File: src/rtl/fault_capture_pkg.sv
/*
  Constants, field layouts and carrier types for the recoverable fault capture block.
  Assumes a single 50 MHz clock domain and a plain one-cycle register port.
*/
// Notes on behaviour
// - Action code zero: a fault edge captures nothing and raises no flag.
// - Action 0x1: every fault edge captures the counter and flags each capture.
// - Action 0x2: capture only when counter is below stored value; flag each minimum.
// - Action 0x3: capture only when counter is above stored value; flag each maximum.
// - Action 0x4: always capture; flag only when a local minimum is seen.
// - Action 0x5: always capture; flag only when a local maximum is seen.
// - Action 0x6: always capture; flag on either local minimum or maximum.
// - Two-bit channel select routes captures to slot 0, 1, 2 or 3.
// - Halt field: code 0x0 no halt, code 0x1 halts the counter in hardware.
package fault_capture_pkg;

  localparam int ADDR_W  = 8;
  localparam int DATA_W  = 32;
  localparam int COUNT_W = 16;
  localparam int SLOTS   = 4;

  // Register byte offsets
  localparam logic [ADDR_W-1:0] CTRL_OFS   = 8'h00;
  localparam logic [ADDR_W-1:0] STATUS_OFS = 8'h04;
  localparam logic [ADDR_W-1:0] MASK_OFS   = 8'h08;
  localparam logic [ADDR_W-1:0] COUNT_OFS  = 8'h0C;
  localparam logic [ADDR_W-1:0] SLOT0_OFS  = 8'h10;

  // Control field positions
  localparam int ACTION_LSB     = 0;
  localparam int COUNT_EN_BIT   = 3;
  localparam int COUNT_DOWN_BIT = 4;
  localparam int FAULT_EN_BIT   = 5;
  localparam int HALT_LSB       = 8;
  localparam int CAPTURE_CHANNEL_SELECT_LSB      = 10;

  // Status and mask bit positions
  localparam int FLAG_BIT = 0;
  localparam int PLAIN_CAPTURE_BIT = 1;
  localparam int HALT_BIT = 2;
  localparam int STAT_W   = 3;

  // Reset values
  localparam logic [DATA_W-1:0]  CTRL_RESET   = 32'h0000_0000;
  localparam logic [STAT_W-1:0]  STATUS_RESET = 3'h0;
  localparam logic [STAT_W-1:0]  MASK_RESET   = 3'h0;
  localparam logic [COUNT_W-1:0] COUNT_RESET  = 16'h0000;

  // Capture action codes
  localparam logic [2:0] ACT_DISABLE   = 3'h0;
  localparam logic [2:0] ACT_PLAIN     = 3'h1;
  localparam logic [2:0] ACT_IF_LOWER  = 3'h2;
  localparam logic [2:0] ACT_IF_HIGHER = 3'h3;
  localparam logic [2:0] ACT_LOC_MIN   = 3'h4;
  localparam logic [2:0] ACT_LOC_MAX   = 3'h5;
  localparam logic [2:0] ACT_EXTREMUM  = 3'h6;

  // Halt action codes
  localparam logic [1:0] HALT_NONE     = 2'h0;
  localparam logic [1:0] HALT_HARDWARE = 2'h1;

  typedef struct packed {
    logic [1:0] capture_channel_select;
    logic [1:0] halt_action;
    logic       fault_enable;
    logic       count_down;
    logic       count_enable;
    logic [2:0] capture_action;
  } ctrl_s;

  typedef struct packed {
    logic                     write;
    logic [$clog2(SLOTS)-1:0] index;
    logic [COUNT_W-1:0]       value;
  } slot_write_s;

  function automatic ctrl_s ctrl_unpack(input logic [DATA_W-1:0] w);
    ctrl_s c;
    c.capture_action         = w[ACTION_LSB +: 3];
    c.count_enable           = w[COUNT_EN_BIT];
    c.count_down             = w[COUNT_DOWN_BIT];
    c.fault_enable           = w[FAULT_EN_BIT];
    c.halt_action            = w[HALT_LSB +: 2];
    c.capture_channel_select = w[CAPTURE_CHANNEL_SELECT_LSB +: 2];
    return c;
  endfunction

  function automatic logic [DATA_W-1:0] ctrl_pack(input ctrl_s c);
    logic [DATA_W-1:0] w;
    w                      = '0;
    w[ACTION_LSB +: 3]     = c.capture_action;
    w[COUNT_EN_BIT]        = c.count_enable;
    w[COUNT_DOWN_BIT]      = c.count_down;
    w[FAULT_EN_BIT]        = c.fault_enable;
    w[HALT_LSB +: 2]       = c.halt_action;
    w[CAPTURE_CHANNEL_SELECT_LSB +: 2]      = c.capture_channel_select;
    return w;
  endfunction

endpackage

File: src/rtl/fault_edge_sync.sv
/*
  Two-flop synchroniser with rising edge detection for the fault pin.
  Assumes the pin is asynchronous to clk; output is in the clk domain.
*/
`timescale 1ns/100ps
module fault_edge_sync (
  input  wire logic clk,
  input  wire logic resetn,
  input  wire logic ce,
  input  wire logic pin,
  output logic      level,
  output logic      rise
);

  typedef struct packed {
    logic meta;
    logic sync;
    logic prev;
  } edge_state_s;

  edge_state_s state_q;
  edge_state_s state_d;

  always_comb begin
    state_d      = state_q;
    state_d.meta = pin;
    state_d.sync = state_q.meta;
    state_d.prev = state_q.sync;
  end

  always_ff @(posedge clk) begin
    if (!resetn) begin
      state_q <= '0;
    end else if (ce) begin
      state_q <= state_d;
    end
  end

  assign level = state_q.sync;
  assign rise  = state_q.sync & ~state_q.prev;

endmodule // fault_edge_sync

File: src/rtl/capture_slot_bank.sv
/*
  Four capture/compare slots with one write port and full parallel readout.
  Assumes the writer resolves priority between hardware capture and software.
*/
`timescale 1ns/100ps
module capture_slot_bank
  import fault_capture_pkg::*;
#(
  parameter int WIDTH = COUNT_W
) (
  input  wire logic            clk,
  input  wire logic            resetn,
  input  wire logic            ce,
  input  wire slot_write_s     wr,
  output logic [WIDTH-1:0]     slot [SLOTS]
);

  typedef struct packed {
    logic [SLOTS-1:0][WIDTH-1:0] value;
  } bank_state_s;

  bank_state_s state_q;
  bank_state_s state_d;

  always_comb begin
    state_d = state_q;
    if (wr.write) begin
      state_d.value[wr.index] = wr.value[WIDTH-1:0];
    end
  end

  always_ff @(posedge clk) begin
    if (!resetn) begin
      state_q <= '0;
    end else if (ce) begin
      state_q <= state_d;
    end
  end

  always_comb begin
    for (int i = 0; i < SLOTS; i++) begin
      slot[i] = state_q.value[i];
    end
  end

endmodule // capture_slot_bank

File: src/rtl/recoverable_fault_capture.sv
/*
  Recoverable fault capture and halt logic beside a free-running counter.
  Holds control, sticky status, mask and counter registers behind a plain
  register port; read data appear the cycle after the read strobe.
  Assumes the fault pin is asynchronous and the register master is on clk.
*/
// Local design decisions: the register addresses and the strobed register port.
`timescale 1ns/100ps
module recoverable_fault_capture
  import fault_capture_pkg::*;
(
  input  wire logic              clk,
  input  wire logic              resetn,
  input  wire logic              ce,
  input  wire logic [ADDR_W-1:0] addr,
  input  wire logic [DATA_W-1:0] wdata,
  input  wire logic              wr_strobe,
  input  wire logic              rd_strobe,
  output logic      [DATA_W-1:0] rdata,
  input  wire logic              fault_pin,
  output logic      [COUNT_W-1:0] count_value,
  output logic                   halted,
  output logic                   capture_strobe,
  output logic      [1:0]        capture_channel,
  output logic                   fault_capture_flag,
  output logic                   irq
);

  typedef struct packed {
    ctrl_s              ctrl;
    logic [STAT_W-1:0]  status;
    logic [STAT_W-1:0]  mask;
    logic [COUNT_W-1:0] count;
    logic               falling;
    logic               have_trend;
    logic               halt;
    logic               plain_capture_pulse;
    logic [1:0]         plain_capture_chan;
    logic [DATA_W-1:0]  rdata;
  } main_state_s;

  main_state_s state_q;
  main_state_s state_d;

  logic               fault_level;
  logic               fault_rise;
  logic [COUNT_W-1:0] slot [SLOTS];
  slot_write_s        slot_wr;

  // Decision signals of the current fault edge
  logic               edge_valid;
  logic [COUNT_W-1:0] last_value;
  logic               is_lower;
  logic               is_higher;
  logic               local_min;
  logic               local_max;
  logic               do_capture;
  logic               do_flag;
  logic               do_halt;
  logic [STAT_W-1:0]  status_set;
  logic [STAT_W-1:0]  status_clr;

  fault_edge_sync u_sync (
    .clk    (clk),
    .resetn (resetn),
    .ce     (ce),
    .pin    (fault_pin),
    .level  (fault_level),
    .rise   (fault_rise)
  );

  capture_slot_bank #(
    .WIDTH (COUNT_W)
  ) u_bank (
    .clk    (clk),
    .resetn (resetn),
    .ce     (ce),
    .wr     (slot_wr),
    .slot   (slot)
  );

  function automatic logic is_slot_addr(input logic [ADDR_W-1:0] a);
    return (a >= SLOT0_OFS) && (a < SLOT0_OFS + ADDR_W'(4 * SLOTS)) && (a[1:0] == 2'b00);
  endfunction

  function automatic logic [1:0] slot_index(input logic [ADDR_W-1:0] a);
    logic [ADDR_W-1:0] rel;
    rel = a - SLOT0_OFS;
    return rel[3:2];
  endfunction

  function automatic logic [DATA_W-1:0] widen(input logic [COUNT_W-1:0] v);
    return {{(DATA_W - COUNT_W){1'b0}}, v};
  endfunction

  // Qualify the edge and compare with the selected slot's last value
  always_comb begin
    edge_valid = fault_rise & state_q.ctrl.fault_enable;
    last_value = slot[state_q.ctrl.capture_channel_select];
    is_lower   = state_q.count < last_value;
    is_higher  = state_q.count > last_value;
    // A turn from falling to rising marks a minimum, and the reverse a maximum
    local_min  = state_q.have_trend & state_q.falling & is_higher;
    local_max  = state_q.have_trend & ~state_q.falling & is_lower;
  end

  // Capture and flag decision per action code
  always_comb begin
    do_capture = 1'b0;
    do_flag    = 1'b0;
    case (state_q.ctrl.capture_action)
      ACT_DISABLE: begin
        do_capture = 1'b0;
        do_flag    = 1'b0;
      end
      ACT_PLAIN: begin
        do_capture = edge_valid;
        do_flag    = edge_valid;
      end
      ACT_IF_LOWER: begin
        do_capture = edge_valid & is_lower;
        do_flag    = edge_valid & is_lower;
      end
      ACT_IF_HIGHER: begin
        do_capture = edge_valid & is_higher;
        do_flag    = edge_valid & is_higher;
      end
      ACT_LOC_MIN: begin
        do_capture = edge_valid;
        do_flag    = edge_valid & local_min;
      end
      ACT_LOC_MAX: begin
        do_capture = edge_valid;
        do_flag    = edge_valid & local_max;
      end
      ACT_EXTREMUM: begin
        do_capture = edge_valid;
        do_flag    = edge_valid & (local_min | local_max);
      end
      default: begin
        do_capture = 1'b0;
        do_flag    = 1'b0;
      end
    endcase
  end

  // Only the hardware code halts; other codes leave the counter running
  assign do_halt = edge_valid && (state_q.ctrl.halt_action == HALT_HARDWARE);

  // Slot write port: hardware capture wins over a software write
  always_comb begin
    slot_wr = '0;
    if (do_capture) begin
      slot_wr.write = 1'b1;
      slot_wr.index = state_q.ctrl.capture_channel_select;
      slot_wr.value = state_q.count;
    end else if (wr_strobe && is_slot_addr(addr)) begin
      slot_wr.write = 1'b1;
      slot_wr.index = slot_index(addr);
      slot_wr.value = wdata[COUNT_W-1:0];
    end
  end

  always_comb begin
    status_set           = '0;
    status_set[FLAG_BIT] = do_flag;
    status_set[PLAIN_CAPTURE_BIT] = do_capture;
    status_set[HALT_BIT] = do_halt;
    status_clr           = '0;
    if (wr_strobe && (addr == STATUS_OFS)) begin
      status_clr = wdata[STAT_W-1:0];
    end
  end

  always_comb begin
    state_d = state_q;

    // Register writes
    if (wr_strobe) begin
      case (addr)
        CTRL_OFS:  state_d.ctrl = ctrl_unpack(wdata);
        MASK_OFS:  state_d.mask = wdata[STAT_W-1:0];
        default:   state_d.ctrl = state_q.ctrl;
      endcase
    end

    // Sticky status: a new event wins over a clear in the same cycle
    state_d.status = (state_q.status & ~status_clr) | status_set;

    // Hardware halt holds while the fault level stays high
    if (do_halt) begin
      state_d.halt = 1'b1;
    end else if (!fault_level || (state_q.ctrl.halt_action != HALT_HARDWARE)) begin
      state_d.halt = 1'b0;
    end

    // Counter: software write, else count when count_enable is set and not halted
    if (wr_strobe && (addr == COUNT_OFS)) begin
      state_d.count = wdata[COUNT_W-1:0];
    end else if (state_q.ctrl.count_enable && !state_q.halt) begin
      if (state_q.ctrl.count_down) begin
        state_d.count = state_q.count - COUNT_W'(1);
      end else begin
        state_d.count = state_q.count + COUNT_W'(1);
      end
    end

    // Trend between successive captures feeds extremum detection
    if (do_capture) begin
      if (is_lower) begin
        state_d.falling    = 1'b1;
        state_d.have_trend = 1'b1;
      end else if (is_higher) begin
        state_d.falling    = 1'b0;
        state_d.have_trend = 1'b1;
      end
    end

    state_d.plain_capture_pulse = do_capture;
    if (do_capture) begin
      state_d.plain_capture_chan = state_q.ctrl.capture_channel_select;
    end

    // Read data stand only in the cycle after the strobe
    state_d.rdata = '0;
    if (rd_strobe) begin
      if (addr == CTRL_OFS) begin
        state_d.rdata = ctrl_pack(state_q.ctrl);
      end else if (addr == STATUS_OFS) begin
        state_d.rdata = {{(DATA_W - STAT_W){1'b0}}, state_q.status};
      end else if (addr == MASK_OFS) begin
        state_d.rdata = {{(DATA_W - STAT_W){1'b0}}, state_q.mask};
      end else if (addr == COUNT_OFS) begin
        state_d.rdata = widen(state_q.count);
      end else if (is_slot_addr(addr)) begin
        state_d.rdata = widen(slot[slot_index(addr)]);
      end
    end
  end

  always_ff @(posedge clk) begin
    if (!resetn) begin
      state_q            <= '0;
      state_q.ctrl       <= ctrl_unpack(CTRL_RESET);
      state_q.status     <= STATUS_RESET;
      state_q.mask       <= MASK_RESET;
      state_q.count      <= COUNT_RESET;
    end else if (ce) begin
      state_q <= state_d;
    end
  end

  assign rdata              = state_q.rdata;
  assign count_value        = state_q.count;
  assign halted             = state_q.halt;
  assign capture_strobe     = state_q.plain_capture_pulse;
  assign capture_channel    = state_q.plain_capture_chan;
  assign fault_capture_flag = state_q.status[FLAG_BIT];
  assign irq                = |(state_q.status & state_q.mask);

endmodule // recoverable_fault_capture

File: config.mk
export PLATFORM = sky130hd
export DESIGN_NAME = recoverable_fault_capture
export DESIGN_NICKNAME = d
export VERILOG_FILES = /design/src/rtl/fault_capture_pkg.sv /design/src/rtl/fault_edge_sync.sv /design/src/rtl/capture_slot_bank.sv /design/src/rtl/recoverable_fault_capture.sv
export SDC_FILE = /design/constraint.sdc
export NUM_CORES = 1
export LEC_CHECK = 0
export ABC_AREA = 1
export BUFFER_PORTS_ARGS = -buffer_cell sky130_fd_sc_hd__clkbuf_2
export CORE_UTILIZATION = 35
export DETAILED_ROUTE_END_ITERATION = 6
export GPL_TIMING_DRIVEN = 0
export PLACE_DENSITY = 0.63
export SYNTH_ARGS = -nofsm -noshare
export SYNTH_HDL_FRONTEND = slang
export SYNTH_SLANG_ARGS = --single-unit
File: constraint.sdc
create_clock -name clk -period 8.15 [get_ports clk]
set_input_delay 0.4075 -clock clk [delete_from_list [all_inputs] [get_ports clk]]
set_output_delay 0.4075 -clock clk [all_outputs]
set_load 0.1 [all_outputs]
==> results_dict.tcl <==
set metrics [dict create \
    hp-start "fault_pin" \
    row_count 55 \
    synth.most_common_cell "nand2_1" \
    cts.repair.resized 0 \
    fin_crit_sh_pct 54.1 \
    netlist_area_um2 8100 \
    cp-end-kind "flip-flop" \
    yosysTopAreaCell "dfxtp_1" \
    antenna_found_initial 0 \
    leakagePower_nw 4.26 \
    placeableCoreArea_um2 22600 \
    yosysSeqAreaShare_pct 29.9 \
    ys_types 47 \
    regToRegEndpoint "u_bank.slot[44]" \
    ant_nets 0 \
    hold_violations 0 \
    cp.arrival_ns 4.74 \
    power_mw 1.52 \
    r2r-start "state_q[68]" \
    drc 0 \
    setup_tns_ns 0 \
    drive_above_1_share_pct 15.3 \
    r2r_setup_slack_ns 3.74 \
    boundaryPins 100 \
    grt_pass1_vias 8151 \
    startpoint_type "flip-flop" \
    cts_buffer_depth 2 \
    syn_inst 1263 \
    period_minus_slack_ns 4.41 \
    synth_area_leaders "dfxtp_1 (30%), nand2_1 (13%), a21oi_1 (6.9%)" \
    startpoint "state_q[68]" \
    fmax_ghz 0.227 \
    synth-xor-area-share_pct 0.865 \
    criticalPathCategory "reg -> reg" \
    overflow 0 \
    hpwlAfterDp_mm 22.3 \
    reg2reg_depth 18 \
    cp_num_buf_inv 5 \
    fp.dieArea_um2 23800 \
    critPathTopFamily "simple AND/OR/NAND/NOR gates" \
    tritoncts "done" \
    dp_cells 1629 \
    wl_met2_mm 13.3 \
    yosys_warnings 0 \
    path_clk_slew_ns 0.06 \
    vias 8836 \
    cts_setup_buffers 0 \
    ir_worst_vdd_uv 106 \
    dominantRegCellSynth "dfxtp_1" \
    slew_headroom_pct 43.1 \
    grt_usage_pct 25.6 \
    synth_top_family_by_area "simple AND/OR/NAND/NOR gates" \
    required_ns 8.48 \
    crit_top_cell "nand2_1" \
    finClkSkew_ns 0.00810 \
    synth-simple-area-share_pct 30.3 \
    grt_pass1_wl_mm 46.0 \
    cp_cell_sequence "clkbuf_1, clkinv_1, clkbuf_1, o211ai_1, nand2_1, ha_1, nand2_1, nor3_2, nand3_1, nand3_2, nand2_2, nand2_1, nand2_2, nand3_4, buf_2, nand2_1, inv_1, nor2_1" \
    synth.cells.most_frequent "nand2_1 (287), nor2_1 (147), inv_1 (146), dfxtp_1 (121), a21oi_1 (112)" \
    io_buffers 66 \
    cts_buffers 17 \
    status "finished, final reports clean" \
    synth_compound_area_share_pct 18.5 \
    timing.critical_path.slowest_cell_delay_ns 0.44 \
    hp-class "in -> reg" \
    place_area_um2 8850 \
    slowest_stage "clkbuf_1" \
    clock_sinks 121 \
    wl_met3_mm 3.03 \
    htreeDepth 4 \
    grt_start_max_net_pins 19 \
    start_util_pct 35.8 \
    synth_top_area_share_pct 29.9 \
    synthMuxAreaShare_pct 0 \
    cp_max_fo 10 \
    layout.nets 1440 \
    hold_depth 3 \
    firstDrtPassIters 6 \
    wl_mm 30.1 \
    design_area_um2 9480 \
    first_iter_violations 990 \
    fp.dieH_um 154 \
    stdcell_count 1661 \
    m1WireLength_mm 12.8 \
    clock_latency_ns 0.44 \
    die_x_um 154 \
    rsz0062_at_grt "no" \
    worst_slew_pin_slew_ns 0.853 \
    clock-root-buffer "clkbuf_16" \
    maxCapViolCount 0 \
    drv_slew 0 \
    synthAdderAreaFrac_pct 4.88 \
    gp_congestion 0.927 \
    power.density_nw_per_um2 161 \
    async_flop_share_pct 0 \
    vias_per_cell 5.32 \
    area_growth_pct 17.0 \
    setup-violations-final 0 \
    routed.top_layer "met4" \
    holdPathEnd "u_sync.state_d[1]" \
    synth.avg_cell_area_um2 6.42 \
    synth_enable_flop_cells 0 \
    wl_per_cell_um 18.1 \
    ys_ff_latch 121 \
    ctsHoldBuffers 0 \
    diodes 0 \
]
-- cells by family after synthesis --
group | Yosys count
other | 1
AOI/OAI and AO/OA | 260
DFF | 121
adders and majority gates | 31
and+or+nand+nor | 576
xor gates and xnor gates | 8
buffers and inverters | 266
-- flip-flops by register name, summed over array words and instances (netlist names) --
| name | flops |
|---|---|
| u_sync.state_d | 1 |
| fault_capture_flag | 1 |
| capture_strobe | 1 |
| state_q | 17 |
| count_value | 16 |
| u_sync.state_q | 1 |
| u_sync.level | 1 |
| rdata | 16 |
| capture_channel | 2 |
| halted | 1 |
| u_bank.slot | 64 |
-- worst max path at each step --
stage,depth (start not counted),to
floorplan,19,u_bank.slot[18]
global placement,18,u_bank.slot[9]
detailed placement,18,u_bank.slot[9]
CTS,18,u_bank.slot[9]
global route,18,u_bank.slot[14]
finish,18,u_bank.slot[44]
-- power by group --
group / switching, mW / internal, mW
sequential: 0.00117 / 0.593
combinational: 0.0861 / 0.0220
clock: 0.299 / 0.520
-- layout by cell type (no fill, tap or decap), types with 14 or more instances in the layout --
cell,count
a21oi_1,112
clkbuf_16,17
conb_1,16
dfxtp_1,121
clkbuf_2,66
nand2_1,287
o211ai_1,14
clkbuf_1,27
nor2_1,147
ha_1,30
o21ai_0,78
buf_4,57
nand3_1,100
inv_1,146
buf_2,16
-- per-stage QoR --
stage	worst slack, ns	hold WS [ns]	util, %
floorplan	5.26	0.433	-
CTS	3.88	0.227	41.9
finish	3.74	0.234	41.9
global placement	3.88	0.447	39.1
detailed placement	3.90	0.454	39.1
global route	3.61	0.254	41.9
-- cell type report --
| class | count | area (µm²) |
|---|---|---|
| well taps | 285 | 357 |
| multi-input cells | 891 | 4480 |
| repair buffers | 66 | 330 |
| plain buffers | 110 | 677 |
| clock inverters | 14 | 196 |
| fillers | 2413 | 13200 |
| inverters | 156 | 586 |
| clock buffers | 18 | 439 |
| flip-flops and latches | 121 | 2420 |
-- worst min-delay path, delay by kind of cell --
| family | cells | cell delay (ns) |
|---|---|---|
| AND/OR/NAND/NOR | 2 | 0.13 |
| buffers and inverters | 1 | 0.09 |
-- per-layer routing --
layer,global-route usage [%],vias to the layer above
met2,40.8,498
met4,9.90,0
met5,0,-
met1,33.3,4026
li1,-,4242
met3,5.81,70
Note: power is estimated with default switching activity, not from simulation.
